[config.mk]
export PLATFORM = sky130hd
export DESIGN_NAME = apcu_axis_position_compare_unit
export DESIGN_NICKNAME = d
export VERILOG_FILES = /design/src/rtl/apcu_pkg.sv /design/src/rtl/apcu_axis_position_compare_unit.sv
export SDC_FILE = /design/constraint.sdc
export NUM_CORES = 1
export LEC_CHECK = 0
export ABC_AREA = 0
export BUFFER_PORTS_ARGS = -buffer_cell sky130_fd_sc_hd__buf_2
export CORE_ASPECT_RATIO = 1.75
export CORE_UTILIZATION = 45
export DETAILED_ROUTE_END_ITERATION = 10
export PLACE_DENSITY = 0.66
export REMOVE_ABC_BUFFERS = 1
export SLEW_MARGIN = 20
export SYNTH_ARGS = -nofsm -noshare
export SYNTH_HDL_FRONTEND = slang
export SYNTH_SLANG_ARGS = --single-unit
[constraint.sdc]
create_clock -name clk_sys -period 5.8 [get_ports clk_sys]
set_clock_uncertainty 0.15 [all_clocks]
set_input_delay 0 -clock clk_sys [delete_from_list [all_inputs] [get_ports clk_sys]]
set_output_delay 0 -clock clk_sys [all_outputs]
set_load 0.01 [all_outputs]
[src/rtl/apcu_pkg.sv]
// shared constants and types for the axis position compare unit
package apcu_pkg;

  // register byte offsets
  localparam logic [7:0] OFS_LOGIC_POS = 8'h00;
  localparam logic [7:0] OFS_REAL_POS = 8'h04;
  localparam logic [7:0] OFS_CMP_UPPER = 8'h08;
  localparam logic [7:0] OFS_CMP_LOWER = 8'h0c;
  localparam logic [7:0] OFS_INPUT_CFG = 8'h10;
  localparam logic [7:0] OFS_LIMIT_CFG = 8'h14;
  localparam logic [7:0] OFS_WDATA_LOW = 8'h18;
  localparam logic [7:0] OFS_COMMAND = 8'h1c;
  localparam logic [7:0] OFS_CMP_STATUS = 8'h20;
  localparam logic [7:0] OFS_ERR_STATUS = 8'h24;
  localparam logic [7:0] OFS_INIT_PER = 8'h28;
  localparam logic [7:0] OFS_DRIVE_PER = 8'h2c;
  localparam logic [7:0] OFS_DRV_STATUS = 8'h30;

  // command codes
  localparam logic [7:0] CMD_EXT_MODE = 8'h60;
  localparam logic [7:0] CMD_DRV_POS = 8'h20;
  localparam logic [7:0] CMD_DRV_NEG = 8'h21;
  localparam logic [7:0] CMD_ZSRCH_POS = 8'h22;
  localparam logic [7:0] CMD_ZSRCH_NEG = 8'h23;
  localparam logic [7:0] CMD_DECEL_STOP = 8'h26;
  localparam logic [7:0] CMD_HARD_STOP = 8'h27;

  // field positions
  localparam int unsigned INCFG_ENC_UPDN_BIT = 0;
  localparam int unsigned INCFG_ZLVL_BIT = 4;
  localparam int unsigned INCFG_ZEN_BIT = 5;
  localparam int unsigned LIM_POS_EN_BIT = 0;
  localparam int unsigned LIM_NEG_EN_BIT = 1;
  localparam int unsigned LIM_SRC_BIT = 5;
  localparam int unsigned EXT_CLR_BIT = 0;
  localparam int unsigned EXT_VWRAP_BIT = 4;

  // reset values and timing
  localparam logic [15:0] RST_INIT_PER = 16'h0064;
  localparam logic [15:0] RST_DRIVE_PER = 16'h0064;
  localparam logic [31:0] RST_WORD = 32'h0;
  localparam int unsigned SCLK_DIV = 2;

  typedef enum logic [1:0] {
    DRV_IDLE = 2'b00,
    DRV_RUN = 2'b01,
    DRV_DECEL = 2'b10
  } apcu_drv_e;

  typedef struct packed {
    logic vwrap_en;
    logic clr_en;
  } apcu_ext_s;

  typedef struct packed {
    logic z_en;
    logic z_lvl;
    logic enc_updn;
  } apcu_incfg_s;

  typedef struct packed {
    logic src_real;
    logic neg_en;
    logic pos_en;
  } apcu_limcfg_s;

endpackage

[src/rtl/apcu_axis_position_compare_unit.sv]
// axis position counters, compare/limit logic, ring wrap and z-phase clear
//
// Register access over APB and the register offsets were left to the implementer.
`timescale 1ns/1ps

// What this block does
// RULE1 - logical counter steps up or down with each drive pulse direction
// RULE2 - real counter counts encoder quadrature or separate up/down pulses
// RULE3 - both counters are signed 32-bit two's complement
// RULE4 - host reads or overwrites either counter any time, even driving
// RULE5 - one config bit picks logical or real counter for comparing
// RULE6 - selected counter above upper compare sets upper compare flag
// RULE7 - selected counter below lower compare sets lower compare flag
// RULE8 - two config bits enable software limits using the compare registers
// RULE9 - upper limit passed while driving causes decelerating stop and error flag
// RULE10 - positive limit error clears itself once counter is back in range
// RULE11 - host may write both compare registers at any time
// RULE12 - by default counters wrap through the full 32-bit range
// RULE13 - ring enable makes upper compare the logical top, lower the real top
// RULE14 - in ring mode counters wrap between zero and their programmed top
// RULE15 - one ring enable serves both counters of the axis together
// RULE16 - software limits are disabled while ring mode is on
// RULE17 - encoder clear enable clears real counter on z-phase active rising edge
// RULE18 - z-phase input needs an enable bit and a selectable active level
// RULE19 - z-phase search stops drive pulses at once on detection
// RULE20 - drive speed below initial speed means constant speed driving
// RULE21 - only the z-phase input may clear the real counter
// RULE22 - outside source holds z-phase active longer than four external clocks
// RULE23 - z-phase already active when clear is enabled still clears counter
// RULE24 - compare and limit checks are re-evaluated every internal clock tick
module apcu_axis_position_compare_unit
  import apcu_pkg::*;
#(
  parameter int unsigned CNT_W = 32,
  parameter int unsigned PER_W = 16
) (
  // clock and reset
  input wire logic clk_sys,
  input wire logic resetn,
  // apb slave
  input wire logic psel,
  input wire logic penable,
  input wire logic pwrite,
  input wire logic [7:0] paddr,
  input wire logic [31:0] pwdata,
  output logic [31:0] prdata,
  output logic pready,
  output logic pslverr,
  // encoder and general inputs
  input wire logic enc_phase_a,
  input wire logic enc_phase_b,
  input wire logic zphase_input,
  input wire logic general_input_a,
  input wire logic general_input_b,
  input wire logic general_input_d,
  // drive outputs
  output logic drive_pos_pulse,
  output logic drive_neg_pulse,
  output logic drive_busy
);

  generate
    if (CNT_W != 32 || PER_W < 2 || PER_W > 16) begin : g_bad_param
      $error("apcu: counters must be 32 bits and period width 2..16");
    end
  endgenerate

  localparam logic [31:0] FULL_TOP = 32'hffffffff;

  // synchronisers: enc a, enc b, z, gen a, gen b, gen d
  logic [5:0] pin_meta_reg;
  logic [5:0] pin_sync_reg;
  logic [5:0] pin_prev_reg;

  always_ff @(posedge clk_sys or negedge resetn) begin
    if (!resetn) begin
      pin_meta_reg <= 6'h00;
      pin_sync_reg <= 6'h00;
      pin_prev_reg <= 6'h00;
    end else begin
      pin_meta_reg <= {general_input_d, general_input_b, general_input_a,
                       zphase_input, enc_phase_b, enc_phase_a};
      pin_sync_reg <= pin_meta_reg;
      pin_prev_reg <= pin_sync_reg;
    end
  end

  // internal tick at half the system clock
  logic sclk_en_reg;

  always_ff @(posedge clk_sys or negedge resetn) begin
    if (!resetn) begin
      sclk_en_reg <= 1'b0;
    end else begin
      sclk_en_reg <= ~sclk_en_reg;
    end
  end

  // registers
  logic [31:0] logic_pos_reg;
  logic [31:0] real_pos_reg;
  logic [31:0] cmp_upper_reg;
  logic [31:0] cmp_lower_reg;
  logic [31:0] wdata_low_reg;
  logic [PER_W-1:0] init_per_reg;
  logic [PER_W-1:0] drive_per_reg;
  apcu_incfg_s input_config_reg;
  apcu_limcfg_s limit_config_reg;
  apcu_ext_s ext_mode_reg;
  logic upper_compare_flag;
  logic lower_compare_flag;
  logic positive_soft_limit_error;
  logic negative_soft_limit_error;

  // apb decode
  logic wr_acc;
  logic addr_hit;
  logic cmd_wr;
  logic [7:0] cmd_code;

  assign wr_acc = psel & penable & pwrite;
  assign cmd_wr = wr_acc & (paddr == OFS_COMMAND);
  assign cmd_code = pwdata[7:0];

  always_comb begin
    unique case (paddr)
      OFS_LOGIC_POS, OFS_REAL_POS, OFS_CMP_UPPER, OFS_CMP_LOWER,
      OFS_INPUT_CFG, OFS_LIMIT_CFG, OFS_WDATA_LOW, OFS_COMMAND,
      OFS_CMP_STATUS, OFS_ERR_STATUS, OFS_INIT_PER, OFS_DRIVE_PER,
      OFS_DRV_STATUS: addr_hit = 1'b1;
      default: addr_hit = 1'b0;
    endcase
  end

  // zero wait state; unmapped addresses answer with an error
  assign pready = 1'b1;
  assign pslverr = psel & penable & ~addr_hit;

  // configuration writes
  always_ff @(posedge clk_sys or negedge resetn) begin
    if (!resetn) begin
      cmp_upper_reg <= RST_WORD;
      cmp_lower_reg <= RST_WORD;
      wdata_low_reg <= RST_WORD;
      input_config_reg <= '0;
      limit_config_reg <= '0;
      ext_mode_reg <= '0;
      init_per_reg <= RST_INIT_PER[PER_W-1:0];
      drive_per_reg <= RST_DRIVE_PER[PER_W-1:0];
    end else if (wr_acc) begin
      unique case (paddr)
        OFS_CMP_UPPER: cmp_upper_reg <= pwdata; // RULE11
        OFS_CMP_LOWER: cmp_lower_reg <= pwdata; // RULE11
        OFS_WDATA_LOW: wdata_low_reg <= pwdata;
        OFS_INPUT_CFG: input_config_reg <= {pwdata[INCFG_ZEN_BIT],
                                            pwdata[INCFG_ZLVL_BIT],
                                            pwdata[INCFG_ENC_UPDN_BIT]}; // RULE18
        OFS_LIMIT_CFG: limit_config_reg <= {pwdata[LIM_SRC_BIT],
                                            pwdata[LIM_NEG_EN_BIT],
                                            pwdata[LIM_POS_EN_BIT]}; // RULE5 RULE8
        OFS_INIT_PER: init_per_reg <= pwdata[PER_W-1:0];
        OFS_DRIVE_PER: drive_per_reg <= pwdata[PER_W-1:0];
        OFS_COMMAND: begin
          if (cmd_code == CMD_EXT_MODE) begin
            // one enable for both counters
            ext_mode_reg <= {wdata_low_reg[EXT_VWRAP_BIT],
                             wdata_low_reg[EXT_CLR_BIT]}; // RULE15
          end
        end
        default: ;
      endcase
    end
  end

  // encoder decode
  logic enc_up;
  logic enc_dn;
  logic quad_move;

  assign quad_move = (pin_sync_reg[0] ^ pin_prev_reg[0]) ^
                     (pin_sync_reg[1] ^ pin_prev_reg[1]);

  always_comb begin
    if (input_config_reg.enc_updn) begin
      enc_up = pin_sync_reg[0] & ~pin_prev_reg[0]; // RULE2
      enc_dn = pin_sync_reg[1] & ~pin_prev_reg[1]; // RULE2
    end else begin
      // a single phase change per sample; a double change is a lost step
      enc_up = quad_move & (pin_sync_reg[0] ^ pin_prev_reg[1]); // RULE2
      enc_dn = quad_move & ~(pin_sync_reg[0] ^ pin_prev_reg[1]); // RULE2
    end
  end

  // z-phase detection on the synchronised level only
  logic z_act_now;
  logic z_act_prev;
  logic z_rise;
  logic z_clr_ext;
  logic real_clr;

  assign z_act_now = input_config_reg.z_en &
                     (pin_sync_reg[2] == input_config_reg.z_lvl); // RULE18
  assign z_act_prev = input_config_reg.z_en &
                      (pin_prev_reg[2] == input_config_reg.z_lvl);
  assign z_rise = z_act_now & ~z_act_prev;
  assign z_clr_ext = cmd_wr & (cmd_code == CMD_EXT_MODE) &
                     wdata_low_reg[EXT_CLR_BIT] & z_act_now; // RULE23
  // general inputs a, b and d are status only
  assign real_clr = (ext_mode_reg.clr_en & z_rise) | z_clr_ext; // RULE17 RULE21

  // ring step: full range unless ring mode supplies a top
  function automatic logic [31:0] ring_step(input logic [31:0] cnt,
                                            input logic [31:0] top,
                                            input logic up);
    if (up) begin
      ring_step = (cnt == top) ? 32'h0 : cnt + 32'h1; // RULE12 RULE14
    end else begin
      ring_step = (cnt == 32'h0) ? top : cnt - 32'h1; // RULE12 RULE14
    end
  endfunction

  logic [31:0] logic_top;
  logic [31:0] real_top;

  assign logic_top = ext_mode_reg.vwrap_en ? cmp_upper_reg : FULL_TOP; // RULE13
  assign real_top = ext_mode_reg.vwrap_en ? cmp_lower_reg : FULL_TOP; // RULE13

  // drive engine
  apcu_drv_e drv_state_reg;
  logic drv_dir_pos_reg;
  logic zsearch_reg;
  logic [PER_W-1:0] cur_per_reg;
  logic [PER_W-1:0] tick_cnt_reg;
  logic [PER_W-1:0] ramp_top;
  logic const_speed;
  logic step_now;
  logic limit_hit;
  logic start_cmd;

  assign const_speed = drive_per_reg > init_per_reg; // RULE20
  assign ramp_top = const_speed ? drive_per_reg : init_per_reg;
  assign step_now = sclk_en_reg & (drv_state_reg != DRV_IDLE) &
                    (tick_cnt_reg == '0);
  assign limit_hit = drv_dir_pos_reg ? positive_soft_limit_error
                                     : negative_soft_limit_error;
  assign start_cmd = cmd_wr & ((cmd_code == CMD_DRV_POS) |
                     (cmd_code == CMD_DRV_NEG) | (cmd_code == CMD_ZSRCH_POS) |
                     (cmd_code == CMD_ZSRCH_NEG));

  always_ff @(posedge clk_sys or negedge resetn) begin
    if (!resetn) begin
      drv_state_reg <= DRV_IDLE;
      drv_dir_pos_reg <= 1'b1;
      zsearch_reg <= 1'b0;
      cur_per_reg <= RST_INIT_PER[PER_W-1:0];
      tick_cnt_reg <= '0;
    end else if ((cmd_wr & (cmd_code == CMD_HARD_STOP)) |
                 (zsearch_reg & z_act_now)) begin
      drv_state_reg <= DRV_IDLE; // RULE19
      zsearch_reg <= 1'b0;
      tick_cnt_reg <= '0;
    end else if (start_cmd & (drv_state_reg == DRV_IDLE)) begin
      drv_state_reg <= DRV_RUN;
      drv_dir_pos_reg <= ~cmd_code[0];
      zsearch_reg <= cmd_code[1];
      cur_per_reg <= ramp_top; // RULE20
      tick_cnt_reg <= '0;
    end else begin
      if ((drv_state_reg == DRV_RUN) &
          ((cmd_wr & (cmd_code == CMD_DECEL_STOP)) | limit_hit)) begin
        drv_state_reg <= DRV_DECEL; // RULE9
      end
      if (sclk_en_reg & (drv_state_reg != DRV_IDLE)) begin
        if (tick_cnt_reg == '0) begin
          tick_cnt_reg <= cur_per_reg - 1'b1;
          unique case (drv_state_reg)
            DRV_RUN: begin
              if (cur_per_reg > drive_per_reg) begin
                cur_per_reg <= cur_per_reg - 1'b1;
              end
            end
            DRV_DECEL: begin
              // ramp back to the start period, then stop
              if (cur_per_reg >= ramp_top) begin
                drv_state_reg <= DRV_IDLE; // RULE9
                zsearch_reg <= 1'b0;
              end else begin
                cur_per_reg <= cur_per_reg + 1'b1;
              end
            end
            default: ;
          endcase
        end else begin
          tick_cnt_reg <= tick_cnt_reg - 1'b1;
        end
      end
    end
  end

  // pulse outputs: high for the first half of each period
  always_ff @(posedge clk_sys or negedge resetn) begin
    if (!resetn) begin
      drive_pos_pulse <= 1'b0;
      drive_neg_pulse <= 1'b0;
      drive_busy <= 1'b0;
    end else begin
      drive_busy <= drv_state_reg != DRV_IDLE;
      if (step_now) begin
        drive_pos_pulse <= drv_dir_pos_reg;
        drive_neg_pulse <= ~drv_dir_pos_reg;
      end else if ((drv_state_reg == DRV_IDLE) |
                   (tick_cnt_reg <= (cur_per_reg >> 1))) begin
        drive_pos_pulse <= 1'b0;
        drive_neg_pulse <= 1'b0;
      end
    end
  end

  // position counters; host write wins over counting
  logic lpos_wr;
  logic rpos_wr;

  assign lpos_wr = wr_acc & (paddr == OFS_LOGIC_POS);
  assign rpos_wr = wr_acc & (paddr == OFS_REAL_POS);

  always_ff @(posedge clk_sys or negedge resetn) begin
    if (!resetn) begin
      logic_pos_reg <= RST_WORD; // RULE3
    end else if (lpos_wr) begin
      logic_pos_reg <= pwdata; // RULE4
    end else if (step_now) begin
      logic_pos_reg <= ring_step(logic_pos_reg, logic_top,
                                 drv_dir_pos_reg); // RULE1
    end
  end

  always_ff @(posedge clk_sys or negedge resetn) begin
    if (!resetn) begin
      real_pos_reg <= RST_WORD; // RULE3
    end else if (rpos_wr) begin
      real_pos_reg <= pwdata; // RULE4
    end else if (real_clr) begin
      real_pos_reg <= 32'h0; // RULE17 RULE23
    end else if (enc_up) begin
      real_pos_reg <= ring_step(real_pos_reg, real_top, 1'b1); // RULE2
    end else if (enc_dn) begin
      real_pos_reg <= ring_step(real_pos_reg, real_top, 1'b0); // RULE2
    end
  end

  // compare and soft limit
  logic [31:0] sel_pos;
  logic above_upper;
  logic below_lower;

  assign sel_pos = limit_config_reg.src_real ? real_pos_reg : logic_pos_reg; // RULE5
  assign above_upper = $signed(sel_pos) > $signed(cmp_upper_reg);
  assign below_lower = $signed(sel_pos) < $signed(cmp_lower_reg);

  always_ff @(posedge clk_sys or negedge resetn) begin
    if (!resetn) begin
      upper_compare_flag <= 1'b0;
      lower_compare_flag <= 1'b0;
      positive_soft_limit_error <= 1'b0;
      negative_soft_limit_error <= 1'b0;
    end else if (sclk_en_reg) begin // RULE24
      upper_compare_flag <= above_upper; // RULE6
      lower_compare_flag <= below_lower; // RULE7
      // limits make no sense on a ring, so ring mode masks them
      positive_soft_limit_error <= limit_config_reg.pos_en &
                                   ~ext_mode_reg.vwrap_en & above_upper; // RULE8 RULE10 RULE16
      negative_soft_limit_error <= limit_config_reg.neg_en &
                                   ~ext_mode_reg.vwrap_en & below_lower; // RULE8 RULE16
    end
  end

  // read data captured in the setup phase
  always_ff @(posedge clk_sys or negedge resetn) begin
    if (!resetn) begin
      prdata <= RST_WORD;
    end else if (psel & ~penable & ~pwrite) begin
      unique case (paddr)
        OFS_LOGIC_POS: prdata <= logic_pos_reg; // RULE4
        OFS_REAL_POS: prdata <= real_pos_reg; // RULE4
        OFS_CMP_UPPER: prdata <= cmp_upper_reg;
        OFS_CMP_LOWER: prdata <= cmp_lower_reg;
        OFS_INPUT_CFG: prdata <= {26'h0, input_config_reg.z_en,
                                  input_config_reg.z_lvl, 3'h0,
                                  input_config_reg.enc_updn};
        OFS_LIMIT_CFG: prdata <= {26'h0, limit_config_reg.src_real, 3'h0,
                                  limit_config_reg.neg_en,
                                  limit_config_reg.pos_en};
        OFS_WDATA_LOW: prdata <= wdata_low_reg;
        OFS_CMP_STATUS: prdata <= {30'h0, lower_compare_flag,
                                   upper_compare_flag};
        OFS_ERR_STATUS: prdata <= {30'h0, negative_soft_limit_error,
                                   positive_soft_limit_error};
        OFS_INIT_PER: prdata <= {{(32-PER_W){1'b0}}, init_per_reg};
        OFS_DRIVE_PER: prdata <= {{(32-PER_W){1'b0}}, drive_per_reg};
        OFS_DRV_STATUS: prdata <= {20'h0, pin_sync_reg[5:2], 2'h0,
                                   ext_mode_reg.vwrap_en, ext_mode_reg.clr_en,
                                   zsearch_reg, drv_dir_pos_reg,
                                   drv_state_reg};
        default: prdata <= RST_WORD;
      endcase
    end
  end
endmodule // apcu_axis_position_compare_unit

==> impl_metrics.yaml <==
run_status:
  run_status: "finished clean"
clocking:
  cts_htree_levels: 2
  number_of_cts_inserted_buffers: 34
  clockRootBuffer: "sky130_fd_sc_hd__clkbuf_16"
  clk_pin_slew_worst_paths_ps: 70
  buffers_from_clock_root_to_sink_at_most: 3
  tritoncts_clock_tree: "built"
  post_cts_hold_buffer_count: 53
  post-cts-setup-buffers: 0
  clk_latency_ps: 560
  cts_sinks: 291
  cts_repair_resize_count: 0
placed_design:
  dpl_worst_slack_ps: 768
  dpl-instance-area_sq_mm: 0.0236
  portBuffers: 86
  gp_routability_congestion: 1.02
  hpwl_after_detailed_placement_mm: 71.7
  dpl.cell_count: 3219
timing:
  maximum_clock_frequency_ghz: 0.194
  number_of_pins_with_negative_max_slew_slack_in_the_final_report: 0
  hold_viol: 0
  report.final.setup_viol: 0
  fin_crit_sh: 0.889
  worst_slew_margin_rel: 0.233
  post-route-min-period_ps: 5150
  timing.setup.tns_ps: 0
  hold_slack_ps: 47.1
  final_critical_path_setup_slack_ps: 646
  timing_worst_slew_pin_value_ps: 1140
  grt_setup_unrepaired: "false"
floorplanning:
  floorplan.io_pins: 88
  die_w_um: 172
  die_height_um: 299
  placement_rows: 108
  die-area_sq_mm: 0.0514
  initial_utilization: 0.457
  core_area_sq_mm: 0.0497
cells_and_area:
  post_layout_nonfiller_instances: 3334
  fillers: 4823
  num-nets-final: 2836
  final_std_cell_area_no_fill_sq_mm: 0.0254
  area_growth_syn_to_layout_pct: 11.7
  drive_above_1_share: 0.151
  diodes: 0
setup_path:
  start_kind: "flip-flop"
  setup_crit_end_kind: "flip-flop"
  worstSetupPathType: "reg -> reg"
  r2r-end: "cur_per_reg[10]"
  required_ps: 6090
  worstPathArrival_ps: 5440
  critical_path_peak_fanout: 26
  reg2reg_from: "drive_per_reg[11]"
  worst-r2r-cell-count: 17
  regToRegSetupSlack_ps: 650
global_route:
  first_global_vias: 22400
  grt_overflow: 0
  antenna_found_initial: 2
  global_route_wire_length_before_repair_mm: 144
  grt_max_degree: 147
  grtUsageTotal: 0.385
hold_path:
  min_path_cells: 4
  min_from: "pwrite"
  destination_of_the_worst_hold_path: "prdata[1]"
  hold_path.class: "in -> reg"
synthesis:
  netlist.area_leader.share: 0.309
  synth_area_leaders: "sky130_fd_sc_hd__dfrtp_1, sky130_fd_sc_hd__mux2_2, sky130_fd_sc_hd__ha_1"
  syn_area_per_cell_sq_um: 8.63
  synth-seq-area-share: 0.321
  synth.lib_cells_used.distinct: 88
  synthesis_warning_total: 0
  postSynthCellCount: 2633
  syn-cell-area_sq_mm: 0.0227
  edff_count_synth: 0
  postSynth.asyncResetShare: 1.00
  synth_top_flop_cell: "sky130_fd_sc_hd__dfrtp_1"
  synth.ff_latch_count: 291
  yosysTopAreaCell: "sky130_fd_sc_hd__dfrtp_1"
detailed_routing:
  routed_via_density: 6.77
  detailedRoute.firstPassIterationCount: 8
  routed-via-count: 22600
  detail_route.wirelength_mm: 98.3
  detail_route.drc_violations: 0
  drt_initial_violations: 2109
  final_antenna_net_count: 0
  routedWlPerCell_um: 29.5
pwr:
  power_leakage_nw: 10.3
  power_density_cells_mw_per_mm2: 250
  power.ir.vdd_worst_mv: 0.264
run:
  cap_violations: 0
kinds of logic after synthesis:
kind of cell | after synthesis | share of synthesized area
AND/OR/NAND/NOR | 839 | 0.192
buffers and inverters | 349 | 0.0600
XOR/XNOR | 120 | 0.0462
multiplexers | 187 | 0.0914
adder cells (fa/ha/maj) | 137 | 0.0754
other | 1 | 0.000165
flip-flops | 291 | 0.321
AO/OA/AOI/OAI | 709 | 0.214
worst max-delay path by stage:
stage,from,end
final,drive_per_reg[11],cur_per_reg[10]
after global routing,drive_per_reg[11],cur_per_reg[10]
after CTS,drive_per_reg[11],cur_per_reg[10]
after detailed placement,drive_per_reg[11],cur_per_reg[10]
after global placement,drive_per_reg[11],cur_per_reg[10]
after floorplan,ext_mode_reg[1],logic_pos_reg[29]
metrics by stage:
step / total power, mW / utilization
after floorplan: 3.21 / -
after global placement: 3.78 / 0.474
after detailed placement: 3.80 / 0.474
after CTS: 6.32 / 0.511
after global routing: 6.55 / 0.511
final: 6.36 / 0.511
power breakdown:
group          switching [mW]  leakage (nW)  internal, mW  total (mW)
Clock                    1.01         0.607          1.49        2.50
Combinational           0.680          6.07         0.510        1.19
Sequential              0.505          3.63          2.16        2.67
Total                    2.20          10.3          4.16        6.36
cell usage in the layout (no fill, tap or decap), types with 49 or more instances in the layout:
master,Yosys,final
sky130_fd_sc_hd__nor2_1,187,182
sky130_fd_sc_hd__o21ai_0,128,128
sky130_fd_sc_hd__buf_2,18,85
sky130_fd_sc_hd__xor2_1,49,49
sky130_fd_sc_hd__a22oi_1,52,52
sky130_fd_sc_hd__mux2_2,164,164
sky130_fd_sc_hd__dfrtp_1,281,280
sky130_fd_sc_hd__inv_1,142,142
sky130_fd_sc_hd__nor3_1,70,69
sky130_fd_sc_hd__nand2_1,182,182
sky130_fd_sc_hd__xnor2_1,71,71
sky130_fd_sc_hd__nand3_1,84,83
sky130_fd_sc_hd__dlygate4sd3_1,0,52
sky130_fd_sc_hd__a31oi_1,53,52
sky130_fd_sc_hd__a21oi_1,141,140
sky130_fd_sc_hd__ha_1,137,137
worst max-delay path: stages, from the launching register on:
cell and delay, ps:
sky130_fd_sc_hd__dfrtp_1 430, sky130_fd_sc_hd__ha_1 320, sky130_fd_sc_hd__nand3_1 130, sky130_fd_sc_hd__nor3_1 320, sky130_fd_sc_hd__o311ai_0 240, sky130_fd_sc_hd__a21oi_2 620, sky130_fd_sc_hd__buf_4 320, sky130_fd_sc_hd__mux2_2 370
sky130_fd_sc_hd__ha_1 270, sky130_fd_sc_hd__nand2b_1 140, sky130_fd_sc_hd__a21oi_1 160, sky130_fd_sc_hd__o21ai_0 170, sky130_fd_sc_hd__a21oi_1 200, sky130_fd_sc_hd__a31o_2 290, sky130_fd_sc_hd__and3_1 190, sky130_fd_sc_hd__buf_4 280
sky130_fd_sc_hd__o21ai_0 140, sky130_fd_sc_hd__a22o_1 270
Yosys cell counts (34+ instances only):
cell type and n:
sky130_fd_sc_hd__a22oi_1 52, sky130_fd_sc_hd__nand3_1 84, sky130_fd_sc_hd__inv_1 142, sky130_fd_sc_hd__a21o_1 35, sky130_fd_sc_hd__nor2_1 187, sky130_fd_sc_hd__nand2_1 182, sky130_fd_sc_hd__a21oi_1 141, sky130_fd_sc_hd__xor2_1 49
sky130_fd_sc_hd__a31oi_1 53, sky130_fd_sc_hd__clkbuf_1 165, sky130_fd_sc_hd__nand4_1 48, sky130_fd_sc_hd__xnor2_1 71, sky130_fd_sc_hd__mux2_2 164, sky130_fd_sc_hd__o21ai_0 128, sky130_fd_sc_hd__dfrtp_1 281, sky130_fd_sc_hd__nor3_1 70
sky130_fd_sc_hd__nor4_1 38, sky130_fd_sc_hd__ha_1 137, sky130_fd_sc_hd__a211oi_1 34
final cells by class:
| type | count | area [sq um] | area share |
|---|---|---|---|
| Sequential cell | 291 | 7300 | 0.287 |
| Timing Repair Buffer | 183 | 1340 | 0.0527 |
| Tap cell | 660 | 826 | 0.0325 |
| Clock buffer | 43 | 945 | 0.0372 |
| Multi-Input combinational cell | 1993 | 14100 | 0.556 |
| Clock inverter | 19 | 315 | 0.0124 |
| Inverter | 145 | 544 | 0.0214 |
routing by layer:
layer	global-route usage	wire, um	vias up
li1	-	-	9818
met1	0.403	33100	11000
met2	0.642	46900	1276
met3	0.0581	6590	479
met4	0.384	11700	0
met5	0	0	-
Note: power is estimated with default switching activity, not from simulation.
